--- src/dpic_defines.vh ---
`ifndef DPIC_DEFINES_VH
`define DPIC_DEFINES_VH
// ----------------------------------------
// register offsets
// ----------------------------------------
`define DPIC_ADDR_DATAPATH 8'h1b
`define DPIC_ADDR_HB1 8'h1c
`define DPIC_ADDR_HB2 8'h1d
// ----------------------------------------
// datapath_control field positions
// ----------------------------------------
`define DPIC_BIT_PREMOD_SKIP 7
`define DPIC_BIT_SINC_SKIP 6
`define DPIC_BIT_OSC_SKIP 5
`define DPIC_BIT_OSC_HALF 3
`define DPIC_BIT_PHASE_SKIP 2
`define DPIC_BIT_SIDEBAND 1
`define DPIC_BIT_DUPLICATE 0
// ----------------------------------------
// half-band control field positions
// ----------------------------------------
`define DPIC_BIT_STAGE_SKIP 0
`define DPIC_HB1_MODE_MSB 2
`define DPIC_HB2_MODE_MSB 6
`define DPIC_MODE_LSB 1
// ----------------------------------------
// reset values and writable masks
// ----------------------------------------
`define DPIC_DATAPATH_RST 8'he4
`define DPIC_DATAPATH_MASK 8'hef
`define DPIC_HB1_RST 8'h00
`define DPIC_HB1_MASK 8'h07
`define DPIC_HB2_RST 8'h00
`define DPIC_HB2_MASK 8'h7f
// ----------------------------------------
// arithmetic constants
// ----------------------------------------
`define DPIC_ROOT_HALF 10'sh0b5
`endif

--- src/dpic_top.v ---
`timescale 1ns/100ps
`default_nettype none
`include "dpic_defines.vh"

module dpic_top #(
    parameter [2:0] NCO_STEP = 3'h2,
    parameter signed [19:0] DC_I = 20'sh00000,
    parameter signed [19:0] DC_Q = 20'sh00000,
    parameter signed [7:0] PHASE_COEF = 8'sh00
) (
    input wire CLK_SYS_I, // 25 MHz system clock
    input wire RST_N_I, // async reset, active low
    input wire [7:0] REG_ADDR_I, // register address
    input wire [7:0] REG_WDATA_I, // register write data
    input wire REG_WR_I, // write strobe
    input wire REG_RD_I, // read strobe
    output reg [7:0] REG_RDATA_O, // registered read data
    input wire [15:0] IN_I_I, // I sample in
    input wire [15:0] IN_Q_I, // Q sample in
    input wire IN_VALID_I, // input sample valid
    output reg IN_READY_O, // buffer can take a sample
    output reg [15:0] OUT_I_O, // I converter sample
    output reg [15:0] OUT_Q_O, // Q converter sample
    output reg OUT_VALID_O, // output sample valid
    input wire OUT_READY_I // converter takes sample
);

    // ----------------------------------------
    // helper functions
    // ----------------------------------------
    // multiply by one over root two
    function signed [19:0] root_half;
        input signed [19:0] x;
        reg signed [29:0] p;
        begin
            p = x * `DPIC_ROOT_HALF;
            root_half = p[27:8];
        end
    endfunction

    // rotate (i,q) by ang eighths of a turn, return i or q
    function signed [19:0] rot_sel;
        input signed [19:0] i;
        input signed [19:0] q;
        input [2:0] ang;
        input pick_q;
        reg signed [19:0] bi;
        reg signed [19:0] bq;
        reg signed [19:0] oi;
        reg signed [19:0] oq;
        begin
            bi = ang[0] ? root_half(i - q) : i;
            bq = ang[0] ? root_half(i + q) : q;
            case (ang[2:1])
                2'h0:
                begin
                    oi = bi;
                    oq = bq;
                end
                2'h1:
                begin
                    oi = -bq;
                    oq = bi;
                end
                2'h2:
                begin
                    oi = -bi;
                    oq = -bq;
                end
                default:
                begin
                    oi = bq;
                    oq = -bi;
                end
            endcase
            rot_sel = pick_q ? oq : oi;
        end
    endfunction

    // midpoint of two samples, the interpolated half-rate point
    function signed [19:0] avg2;
        input signed [19:0] a;
        input signed [19:0] b;
        reg signed [20:0] s;
        begin
            s = {a[19], a} + {b[19], b};
            avg2 = s[20:1];
        end
    endfunction

    // clip to the converter's 16 bits
    function [15:0] sat16;
        input signed [19:0] v;
        begin
            if (v[19:15] == 5'h00 || v[19:15] == 5'h1f)
                sat16 = v[15:0];
            else
                sat16 = v[19] ? 16'h8000 : 16'h7fff;
        end
    endfunction

    // ----------------------------------------
    // control registers
    // ----------------------------------------
    reg [7:0] datapath_control;
    reg [7:0] first_halfband_control;
    reg [7:0] second_halfband_control;

    wire premod_skip = datapath_control[`DPIC_BIT_PREMOD_SKIP];
    wire sinc_skip = datapath_control[`DPIC_BIT_SINC_SKIP];
    wire oscillator_skip = datapath_control[`DPIC_BIT_OSC_SKIP];
    wire oscillator_half_gain = datapath_control[`DPIC_BIT_OSC_HALF];
    wire phase_skip = datapath_control[`DPIC_BIT_PHASE_SKIP];
    wire sideband_low = datapath_control[`DPIC_BIT_SIDEBAND];
    wire i_channel_duplicate = datapath_control[`DPIC_BIT_DUPLICATE];
    wire first_stage_skip = first_halfband_control[`DPIC_BIT_STAGE_SKIP];
    wire second_stage_skip = second_halfband_control[`DPIC_BIT_STAGE_SKIP];
    wire [1:0] first_halfband_mode =
        first_halfband_control[`DPIC_HB1_MODE_MSB:`DPIC_MODE_LSB];
    wire [5:0] second_halfband_mode =
        second_halfband_control[`DPIC_HB2_MODE_MSB:`DPIC_MODE_LSB];

    // writes masked so undescribed bits stay zero
    always @(posedge CLK_SYS_I or negedge RST_N_I)
    begin
        if (!RST_N_I)
        begin
            datapath_control <= `DPIC_DATAPATH_RST;
            first_halfband_control <= `DPIC_HB1_RST;
            second_halfband_control <= `DPIC_HB2_RST;
        end
        else if (REG_WR_I)
        begin
            case (REG_ADDR_I)
                `DPIC_ADDR_DATAPATH:
                    datapath_control <= REG_WDATA_I & `DPIC_DATAPATH_MASK;
                `DPIC_ADDR_HB1:
                    first_halfband_control <= REG_WDATA_I & `DPIC_HB1_MASK;
                `DPIC_ADDR_HB2:
                    second_halfband_control <= REG_WDATA_I & `DPIC_HB2_MASK;
                default:
                    ;
            endcase
        end
    end

    // read data, unmapped addresses answer zero
    always @(posedge CLK_SYS_I or negedge RST_N_I)
    begin
        if (!RST_N_I)
            REG_RDATA_O <= 8'h00;
        else if (REG_RD_I)
        begin
            case (REG_ADDR_I)
                `DPIC_ADDR_DATAPATH: REG_RDATA_O <= datapath_control;
                `DPIC_ADDR_HB1: REG_RDATA_O <= first_halfband_control;
                `DPIC_ADDR_HB2: REG_RDATA_O <= second_halfband_control;
                default: REG_RDATA_O <= 8'h00;
            endcase
        end
    end

    // ----------------------------------------
    // two-entry input buffer
    // ----------------------------------------
    reg [15:0] buf_i [0:1];
    reg [15:0] buf_q [0:1];
    reg buf_wptr;
    reg buf_rptr;
    reg [1:0] buf_count;
    reg busy;
    wire buf_valid = (buf_count != 2'h0);
    wire push = IN_VALID_I & IN_READY_O;
    wire pop = buf_valid & ~busy;
    reg [1:0] next_count;

    always @*
    begin
        next_count = buf_count;
        if (push & ~pop)
            next_count = buf_count + 2'h1;
        else if (pop & ~push)
            next_count = buf_count - 2'h1;
    end

    // ready is registered, so it looks one cycle ahead via next_count
    always @(posedge CLK_SYS_I or negedge RST_N_I)
    begin
        if (!RST_N_I)
        begin
            buf_wptr <= 1'b0;
            buf_rptr <= 1'b0;
            buf_count <= 2'h0;
            IN_READY_O <= 1'b0;
        end
        else
        begin
            if (push)
            begin
                buf_i[buf_wptr] <= IN_I_I;
                buf_q[buf_wptr] <= IN_Q_I;
                buf_wptr <= ~buf_wptr;
            end
            if (pop)
                buf_rptr <= ~buf_rptr;
            buf_count <= next_count;
            IN_READY_O <= (next_count != 2'h2);
        end
    end

    // ----------------------------------------
    // interpolation engine state
    // ----------------------------------------
    reg signed [19:0] x_i;
    reg signed [19:0] x_q;
    reg signed [19:0] x1p_i;
    reg signed [19:0] x1p_q;
    reg signed [19:0] y2p_i;
    reg signed [19:0] y2p_q;
    reg signed [19:0] s1_i;
    reg signed [19:0] s1_q;
    reg signed [19:0] s2_i;
    reg signed [19:0] s2_q;
    reg sub1;
    reg sub2;
    reg premod_phase;
    reg [2:0] ph1;
    reg [2:0] ph2;
    reg [2:0] phn;

    wire advance = ~OUT_VALID_O | OUT_READY_I;
    wire emit = busy & advance;
    wire last1 = first_stage_skip | sub1;
    wire last2 = second_stage_skip | sub2;

    // Q reads forced to zero while the Q path is frozen
    wire dup = i_channel_duplicate;
    wire signed [19:0] xq_r = dup ? 20'sh00000 : x_q;
    wire signed [19:0] x1pq_r = dup ? 20'sh00000 : x1p_q;
    wire signed [19:0] y2pq_r = dup ? 20'sh00000 : y2p_q;
    wire signed [19:0] s1q_r = dup ? 20'sh00000 : s1_q;
    wire signed [19:0] s2q_r = dup ? 20'sh00000 : s2_q;

    // loaded sample with optional fs/2 premodulation
    wire signed [19:0] ld_i = {{4{buf_i[buf_rptr][15]}}, buf_i[buf_rptr]};
    wire signed [19:0] ld_q = {{4{buf_q[buf_rptr][15]}}, buf_q[buf_rptr]};
    wire premod_neg = ~premod_skip & premod_phase;

    // ----------------------------------------
    // per-output datapath
    // ----------------------------------------
    // first stage: midpoint then x, shifted by mode quarter-rate steps
    wire signed [19:0] u1_i = last1 & ~first_stage_skip | first_stage_skip ? x_i :
        avg2(x1p_i, x_i);
    wire signed [19:0] u1_q = last1 & ~first_stage_skip | first_stage_skip ? xq_r :
        avg2(x1pq_r, xq_r);
    wire [2:0] ang1 = first_stage_skip ? 3'h0 : ph1;
    wire signed [19:0] y1_i = rot_sel(u1_i, u1_q, ang1, 1'b0);
    wire signed [19:0] y1_q = rot_sel(u1_i, u1_q, ang1, 1'b1);

    // second stage: same scheme with eighth-rate steps
    wire signed [19:0] u2_i = sub2 | second_stage_skip ? y1_i : avg2(y2p_i, y1_i);
    wire signed [19:0] u2_q = sub2 | second_stage_skip ? y1_q : avg2(y2pq_r, y1_q);
    wire [2:0] ang2 = second_stage_skip ? 3'h0 : ph2;
    wire signed [19:0] y2_i = rot_sel(u2_i, u2_q, ang2, 1'b0);
    wire signed [19:0] y2_q = rot_sel(u2_i, u2_q, ang2, 1'b1);

    // oscillator mix, conjugate carrier picks the low-side image
    wire [2:0] angn = sideband_low ? (3'h0 - phn) : phn;
    wire signed [19:0] m_i = rot_sel(y2_i, y2_q, angn, 1'b0);
    wire signed [19:0] m_q = rot_sel(y2_i, y2_q, angn, 1'b1);
    wire signed [19:0] z_i = oscillator_skip ? y2_i :
        (oscillator_half_gain ? (m_i >>> 1) : m_i);
    wire signed [19:0] z_q = oscillator_skip ? y2_q :
        (oscillator_half_gain ? (m_q >>> 1) : m_q);

    // phase skew and dc offset correction
    wire signed [27:0] skew = z_i * PHASE_COEF;
    wire signed [19:0] p_i = phase_skip ? z_i : z_i + DC_I;
    wire signed [19:0] p_q = phase_skip ? z_q : z_q + DC_Q + skew[27:8];

    // inverse sinc: 3-tap peaking, costs one sample of delay
    wire signed [19:0] v_i = sinc_skip ? p_i :
        s1_i + (s1_i >>> 3) - ((p_i + s2_i) >>> 4);
    wire signed [19:0] v_q = sinc_skip ? p_q :
        s1q_r + (s1q_r >>> 3) - ((p_q + s2q_r) >>> 4);

    // ----------------------------------------
    // sequencing
    // ----------------------------------------
    // load takes a bubble cycle; kept simple over throughput
    always @(posedge CLK_SYS_I or negedge RST_N_I)
    begin
        if (!RST_N_I)
        begin
            busy <= 1'b0;
            x_i <= 20'sh00000;
            x_q <= 20'sh00000;
            x1p_i <= 20'sh00000;
            x1p_q <= 20'sh00000;
            y2p_i <= 20'sh00000;
            y2p_q <= 20'sh00000;
            s1_i <= 20'sh00000;
            s1_q <= 20'sh00000;
            s2_i <= 20'sh00000;
            s2_q <= 20'sh00000;
            sub1 <= 1'b0;
            sub2 <= 1'b0;
            premod_phase <= 1'b0;
            ph1 <= 3'h0;
            ph2 <= 3'h0;
            phn <= 3'h0;
        end
        else if (pop)
        begin
            busy <= 1'b1;
            x_i <= premod_neg ? -ld_i : ld_i;
            if (!dup)
                x_q <= premod_neg ? -ld_q : ld_q;
            if (!premod_skip)
                premod_phase <= ~premod_phase;
        end
        else if (emit)
        begin
            s2_i <= s1_i;
            s1_i <= p_i;
            if (!dup)
            begin
                s2_q <= s1_q;
                s1_q <= p_q;
            end
            if (!second_stage_skip)
                ph2 <= ph2 + second_halfband_mode[2:0];
            if (!oscillator_skip)
                phn <= phn + NCO_STEP;
            if (!last2)
                sub2 <= 1'b1;
            else
            begin
                sub2 <= 1'b0;
                y2p_i <= y1_i;
                if (!dup)
                    y2p_q <= y1_q;
                if (!first_stage_skip)
                    ph1 <= ph1 + {first_halfband_mode, 1'b0};
                if (!last1)
                    sub1 <= 1'b1;
                else
                begin
                    sub1 <= 1'b0;
                    busy <= 1'b0;
                    x1p_i <= x_i;
                    if (!dup)
                        x1p_q <= x_q;
                end
            end
        end
    end

    // ----------------------------------------
    // output register
    // ----------------------------------------
    always @(posedge CLK_SYS_I or negedge RST_N_I)
    begin
        if (!RST_N_I)
        begin
            OUT_I_O <= 16'h0000;
            OUT_Q_O <= 16'h0000;
            OUT_VALID_O <= 1'b0;
        end
        else if (advance)
        begin
            OUT_VALID_O <= emit;
            if (emit)
            begin
                OUT_I_O <= sat16(v_i);
                OUT_Q_O <= dup ? sat16(v_i) : sat16(v_q);
            end
        end
    end

endmodule // dpic_top

`default_nettype wire

--- config.mk ---
export PLATFORM = sky130hd
export DESIGN_NAME = dpic_top
export DESIGN_NICKNAME = d
export VERILOG_FILES = /design/src/dpic_top.v
export VERILOG_INCLUDE_DIRS = /design/src /design/src/src
export SDC_FILE = /design/constraint.sdc
export NUM_CORES = 2
export LEC_CHECK = 0
export CAP_MARGIN = 0
export CORE_ASPECT_RATIO = 0.7
export CORE_MARGIN = 2
export CORE_UTILIZATION = 50
export DETAILED_ROUTE_END_ITERATION = 6
export DONT_BUFFER_PORTS = 1
export PLACE_DENSITY = 0.64
export SLEW_MARGIN = 20
export SYNTH_ARGS = -nofsm -noshare
export SYNTH_HDL_FRONTEND = slang
export SYNTH_SLANG_ARGS = --single-unit
export TNS_END_PERCENT = 50
--- constraint.sdc ---
create_clock -name CLK_SYS_I -period 41.4 [get_ports CLK_SYS_I]
set_clock_uncertainty 0.1 [all_clocks]
set_input_delay 0 -clock CLK_SYS_I [delete_from_list [all_inputs] [get_ports CLK_SYS_I]]
set_output_delay 0 -clock CLK_SYS_I [all_outputs]
set_load 0.05 [all_outputs]
# Word-level counts from Yosys, hierarchy flattened

Memories as Yosys holds them, arrays and structs flattened.
Cells that the tools add are included.

Register bits: 276
Bits in writable memories: 64
Output and inout port bits: 42
Memories: 2

Memories:

| name  | depth | bits a word | read ports | clocked after Yosys merged registers in | wr ports | line           | RTL |
|---|---|---|---|---|---|---|---|
| buf_i | 2     | 16          | 1          | 0                                       | 1        | dpic_top.v:166 | `reg [15:0] buf_i [0:1];` |
| buf_q | 2     | 16          | 1          | 0                                       | 1        | dpic_top.v:167 | `reg [15:0] buf_q [0:1];` |

Add/subtract/negate cells: 30
Multiply operators: 6
Equality and inequality tests: 12
Muxes and demuxes: 48
Bitwise gates (word level): 23
Reductions and logical operators: 28

Operators with widths:

| kind                                                | count |
|---|---|
| two-way mux 20 bit                                  | 21 |
| one-hot mux 20 bit (3 select lines)                 | 6 |
| multiplier 20 x 9 -> 28 bit, second input constant  | 6 |
| negator 20 bit                                      | 6 |
| adder 20 bit                                        | 5 |
| adder 20 x 20 -> 21 bit                             | 4 |
| two-way mux 16 bit                                  | 5 |
| subtractor 20 bit                                   | 3 |
| adder 20 x 17 -> 20 bit                             | 2 |
| negator 16 -> 20 bit                                | 2 |
| subtractor 20 x 16 -> 20 bit                        | 2 |
| two-way mux 19 bit                                  | 2 |
| equality test 8 x 5 -> 1 bit, second input constant | 3 |
| one-hot mux 8 bit (3 select lines)                  | 1 |
| AND reduction 3 bit                                 | 5 |
| AND reduction 2 bit                                 | 7 |
| NOT 1 bit                                           | 12 |
| AND reduction 4 bit                                 | 3 |
| equality test 5 bit, second input constant          | 2 |
| zero test 5 bit                                     | 2 |
| two-way mux 3 bit                                   | 3 |
| two-way mux 1 bit                                   | 8 |
| nonzero test 2 bit                                  | 4 |
| AND 1 bit                                           | 7 |
| 14 further kinds                                    | 26 |

# Depth between registers and ports, before layout

Depth after elaboration: 30
Depth in mapped cells: 96
Gate-level depth less buffers: 87

# Least setup slack after synthesis

Ideal clock, no wire load.

Kind: reg-to-reg
From: reg datapath_control[0]
To: reg OUT_Q_O[12]
Library setup time: 134 ps
Data arrival time: 18445 ps
Data required time: 41166 ps
Setup slack: 22721 ps
Cell stages (with the launch flop): 80
Buffers on the path: 8
Period minus slack after synthesis: 18679 ps
Cell sequence: dfrtp_1 -> clkbuf_1 -> clkbuf_1 -> clkbuf_1 -> clkbuf_1 -> clkbuf_1 -> nor2b_1 -> ha_1 -> a21o_1 -> a221o_2 -> a211oi_4 -> nor2_1 -> and4_4 -> buf_6 -> nand2_1 -> mux2i_1 -> a2bb2oi_1 -> ha_1 -> [... 44 more ...] -> ha_1 -> or3_1 -> o2111ai_1 -> nand2_1 -> o41a_1 -> xnor2_1 -> fa_1 -> ha_1 -> or4_1 -> a31oi_1 -> o21bai_1 -> xnor2_1 -> xnor3_1 -> nor2_1 -> xnor2_2 -> o31ai_1 -> a311oi_1 -> o22ai_1

Word-level cells in the longest chain between the ends: 29
Elaborated cells between the ends (all ways): 63
Those cells by class: add/sub: 20; mul: 6; eq/ne: 2; mux: 31; reduce/logical: 4

RTL lines:

| what                                                          | line                           | RTL |
|---|---|---|
| from (decl)                                                   | dpic_top.v:105                 | `reg [7:0] datapath_control;` |
| from (signal assigned)                                        | dpic_top.v:128                 | `` datapath_control <= `DPIC_DATAPATH_RST; `` |
| from (signal assigned)                                        | dpic_top.v:136                 | `` datapath_control <= REG_WDATA_I & `DPIC_DATAPATH_MASK; `` |
| two-way mux 20 bit, on equally long branches                  | dpic_top.v:239, dpic_top.v:238 |  |
| adder 20 x 20 -> 21 bit                                       | dpic_top.v:86                  | `s = {a[19], a} + {b[19], b};` |
| two-way mux 20 bit (*)                                        | dpic_top.v:255                 | `wire signed [19:0] u1_q = last1 & ~first_stage_skip \| first_stage_skip ? xq_r :` |
| subtractor 20 bit / adder 20 bit (equally long branches)      | dpic_top.v:52, dpic_top.v:53   |  |
| multiplier 20 x 9 -> 28 bit (no line)                         | --                             |  |
| two-way mux 20 bit, on equally long branches                  | dpic_top.v:52, dpic_top.v:53   |  |
| negator 20 bit, on equally long branches                      | dpic_top.v:73, dpic_top.v:68   |  |
| one-hot mux 20 bit (3 select lines) (*)                       | dpic_top.v:54                  | `case (ang[2:1])` |
| named net y1_q[8]                                             | dpic_top.v:259                 | `wire signed [19:0] y1_q = rot_sel(u1_i, u1_q, ang1, 1'b1);` |
| [... 14 more ...]                                             | --                             |  |
| named net p_i[13]                                             | dpic_top.v:279                 | `wire signed [19:0] p_i = phase_skip ? z_i : z_i + DC_I;` |
| adder 20 bit (*)                                              | dpic_top.v:284                 | `s1_i + (s1_i >>> 3) - ((p_i + s2_i) >>> 4);` |
| subtractor 20 x 16 -> 20 bit (*)                              | dpic_top.v:284                 |  |
| two-way mux 20 bit (*)                                        | dpic_top.v:283                 | `wire signed [19:0] v_i = sinc_skip ? p_i :` |
| equality test 5 bit / zero test 5 bit (equally long branches) | dpic_top.v:95                  | `if (v[19:15] == 5'h00 \|\| v[19:15] == 5'h1f)` |
| logical OR 1 bit                                              | dpic_top.v:95                  |  |
| two-way mux 16 bit (*)                                        | dpic_top.v:95                  |  |
| two-way mux 16 bit (*)                                        | dpic_top.v:377                 | `OUT_Q_O <= dup ? sat16(v_i) : sat16(v_q);` |
| to (signal assigned)                                          | dpic_top.v:377                 |  |
| to (decl)                                                     | dpic_top.v:23                  | `output reg [15:0] OUT_Q_O,` |

Mark *: on every way through the listed nets, which the timed path passes. The rest lies on a longest branch.
A chain may end at the register's enable or synchronous reset.

# Final worst setup path

From: reg datapath_control[0]
To: reg OUT_Q_O[6]

Word-level cells in the longest chain between the ends: 29
Elaborated cells between the ends (all ways): 63
Those cells by class: add/sub: 20; mul: 6; eq/ne: 2; mux: 31; reduce/logical: 4

RTL lines:

| what                                                          | line |
|---|---|
| two-way mux 20 bit, on equally long branches                  | dpic_top.v:239, dpic_top.v:238 |
| adder 20 x 20 -> 21 bit                                       | dpic_top.v:86 |
| two-way mux 20 bit (*)                                        | dpic_top.v:255 |
| subtractor 20 bit / adder 20 bit (equally long branches)      | dpic_top.v:52, dpic_top.v:53 |
| multiplier 20 x 9 -> 28 bit (no line)                         | -- |
| two-way mux 20 bit, on equally long branches                  | dpic_top.v:52, dpic_top.v:53 |
| negator 20 bit, on equally long branches                      | dpic_top.v:73, dpic_top.v:68 |
| one-hot mux 20 bit (3 select lines) (*)                       | dpic_top.v:54 |
| named net y1_q[8]                                             | dpic_top.v:259 |
| [... 14 more ...]                                             | -- |
| named net p_i[16]                                             | dpic_top.v:279 |
| adder 20 bit                                                  | dpic_top.v:284 |
| subtractor 20 x 16 -> 20 bit                                  | dpic_top.v:284 |
| two-way mux 20 bit (*)                                        | dpic_top.v:283 |
| equality test 5 bit / zero test 5 bit (equally long branches) | dpic_top.v:95 |
| logical OR 1 bit                                              | dpic_top.v:95 |
| two-way mux 16 bit (*)                                        | dpic_top.v:95 |
| two-way mux 16 bit (*)                                        | dpic_top.v:377 |

Marked as above.

==> reports/results.txt <==
run status = finished with violations
violations in the final reports = negative hold slack
Tightest Hold Check Type = primary input to asynchronous set/reset pin
number of global-route vias before repair = 37.17k
post-synth cell types = 141
startpoint of the worst register-to-register path = datapath_control[0]
clock-pin transition on the worst setup and hold timing paths = 70 ps
count of maximum capacitance violations = 0
std cell rows = 90
total number of yosys warnings = 0
Initial Utilization = 0.5046
fill cell total of the finished layout = 8176
utilization of the core after routing = 0.5424
worst slew margin relative to its limit = 0.2020
dominant register cell in the synthesized netlist = dfrtp_1
all-layer global routing usage = 0.3265
largest area contributor in the netlist = dfrtp_1
number of design-rule violations left by the first detailed-router iteration = 4873
crit path DAT = 24040 ps
worst reg2reg path depth = 71
Post-DP HPWL = 116400 um
multiplexer area fraction after synthesis = 0.05604
launching element type of the critical path = register
routability congestion estimate = 1.039
list of most frequent post-synthesis cells = nand2_1, nor2_1, inv_1
total placed instance area = 44340 sq um
DRC = 0
largest stage delay on the critical path = 900 ps
count of TritonRoute iterations in the first routing pass = 6
post-synthesis register bit count = 338
area growth from synthesis to final layout = 7.504%
share of layout cells above drive strength 1 = 0.08741
share of synthesized area occupied by flip-flops and latches = 0.2021
buffer depth of the longest clock path = 3
Fin Hold WS = -48.93 ps
net count after synthesis = 5930
slowest cell on the critical path = mux2i_1
post-synthesis instance area = 43470 sq um
maximum number of pins on one net before global-route repair = 275
top cells by area, synth = dfrtp_1, ha_1, fa_1
Crit Path Category = register to register
simple-gate area share of the yosys netlist = 0.2065
area share of the largest cell type after synthesis = 0.1554
final std cell area, no fill = 46730 sq um
antenna violations before repair = 6
DIE AREA = 89350 sq um
Clk Tree Root Cell = clkbuf_16
post-synthesis compound-gate area fraction = 0.2375
Diodes inserted = 0
total overflow reported by the global router = 0
first-pass GRT wire length = 228700 um
fraction of the mapped netlist area in adder cells = 0.1716
max-slew violation count = 0
Chip Height = 250.7 um
Critical Path RT = 41750 ps
endpoint of the most critical register-to-register path = OUT_Q_O[6]
clock sinks = 338
RSZ-0062 raised after global routing = false
post-layout min period = 23690 ps
CORE AREA = 86150 sq um
CP endpoint kind = register
detailed-route via count = 40.61k
Die Width = 356.4 um
accumulated negative setup slack = 0 ps
cell with the most instances after synthesis = nand2_1
dominant combinational cell family by area after synthesis = compound AO/OA/AOI/OAI gates
ratio of routed vias to standard cells = 6.267
final setup fails = 0
final number of hold-violating endpoints = 21
Synth Area in XOR/XNOR = 0.06215
worst-path fanout max = 67
number of buffers created by CTS = 41
Peak Freq = 0.04221 GHz
sum of routed wire length over all layers = 148100 um
number of buffers added on ports = 0
remaining number of nets flagged by the antenna check after routing = 0
number of synthesized flops with an enable pin = 64
actual transition at the worst max-transition pin = 1164 ps
fin nets = 5861
clock tree from TritonCTS = built
Mean Syn Cell Area = 8.097 sq um
per-cell routed wire length = 22.86 um
Ports = 96
H-tree lvl count = 2
register-to-register path setup slack = 17710 ps
clock latency on the worst-skew pair = 610 ps
count of mapped cells out of synthesis = 5368
proportion of register bits with asynchronous set or reset after synthesis = 0.8107
ratio of final minimum period to clock period = 0.5722
==> how the worst max path moves through the flow <==
stage | start | endpoint | slack (ps) | depth (start not counted)
after floorplan | datapath_control[0] | OUT_Q_O[12] | 22720 | 79
after global placement | datapath_control[0] | OUT_Q_O[13] | 18270 | 75
after detailed placement | datapath_control[0] | OUT_Q_O[0] | 18420 | 78
after CTS | datapath_control[0] | OUT_Q_O[0] | 18310 | 78
after global routing | datapath_control[0] | OUT_Q_O[6] | 16720 | 71
final | datapath_control[0] | OUT_Q_O[6] | 17710 | 71
==> final cells by class <==
class                   instances  area, sq um  area share
multi-input cells            4322        31970      0.6841
flip-flops and latches        338         8790      0.1881
repair buffers                167         1541     0.03299
well taps                    1150         1439     0.03079
inverters                     429         1610     0.03446
clock buffers                  50         1100     0.02354
clock inverters                25        281.5    0.006025
==> kinds of logic (layout without fill, tap and decap cells) <==
| group | Yosys count | after routing |
|---|---|---|
| AOI/OAI and AO/OA | 1473 | 1473 |
| DFF | 338 | 338 |
| buffers and inverters | 708 | 671 |
| muxes | 226 | 226 |
| xor gates and xnor gates | 306 | 306 |
| and+or+nand+nor | 1809 | 1809 |
| adders and majority gates | 508 | 508 |
==> registers in the layout (all words and copies together), names as in the netlist, 20 cells and up <==
| register | count |
|---|---|
| y2p_q | 20 |
| x1p_q | 20 |
| buf_i | 32 |
| buf_q | 32 |
| s1_i | 20 |
| x_q | 20 |
| s2_i | 20 |
| s1_q | 20 |
| s2_q | 20 |
| x1p_i | 20 |
| y2p_i | 20 |
| x_i | 20 |
==> repair_timing <==
| item | 4_1_cts | 5_1_grt |
|---|---|---|
| resized for setup | 0 | 0 |
| endpoints found under the hold margin | 433 | 0 |
| setup buffers | 0 | 0 |
| hold buffers | 93 | 0 |
==> stage by stage <==
stage | std cells | setup WS [ps]
5_1_grt | 6481 | 16720
3_3_place_gp | 6310 | 18270
2_1_floorplan | 5368 | 22720
3_5_place_dp | 6311 | 18420
4_1_cts | 6479 | 18310
6_report | 6481 | 17710
==> per-layer routing <==
metal	up-vias	share of wire	track usage
met5	-	0.00016	0
met4	4	0.020	0.06221
met3	209	0.12	0.08874
met2	1962	0.38	0.4280
met1	19370	0.48	0.5214
li1	19070	-	-
==> cell usage in the layout (no fill, tap or decap), drive strengths merged, types with 53 or more instances in the layout <==
cell type    Yosys  layout
nand2          581     581
nor2           436     436
inv            427     429
ha             361     361
a21oi          342     342
o21ai          325     325
dfrtp          270     270
xnor2          187     187
fa             147     147
mux2           139     139
nor2b          130     130
xor2           118     118
nor3           118     118
nand3          109     109
dlygate4sd3      0      92
mux2i           87      87
nand2b          76      76
buf             79      75
a211oi          71      71
o21a            66      66
and2            65      65
edfxtp          64      64
a31oi           59      59
a21o            57      57
o31ai           53      53
==> critical path, delay by kind of cell, from the launching register on <==
| family | cells | cell delay (ps) |
|---|---|---|
| xor+xnor | 5 | 2250 |
| compound gates | 26 | 8290 |
| simple gates | 20 | 5620 |
| fa+ha+maj | 11 | 4620 |
| buf+inv | 6 | 440 |
| mux | 3 | 1390 |
| flops | 1 | 750 |
Power is not shown: default switching activity piles up to over one toggle a cycle in this logic, so the estimate is an artifact.
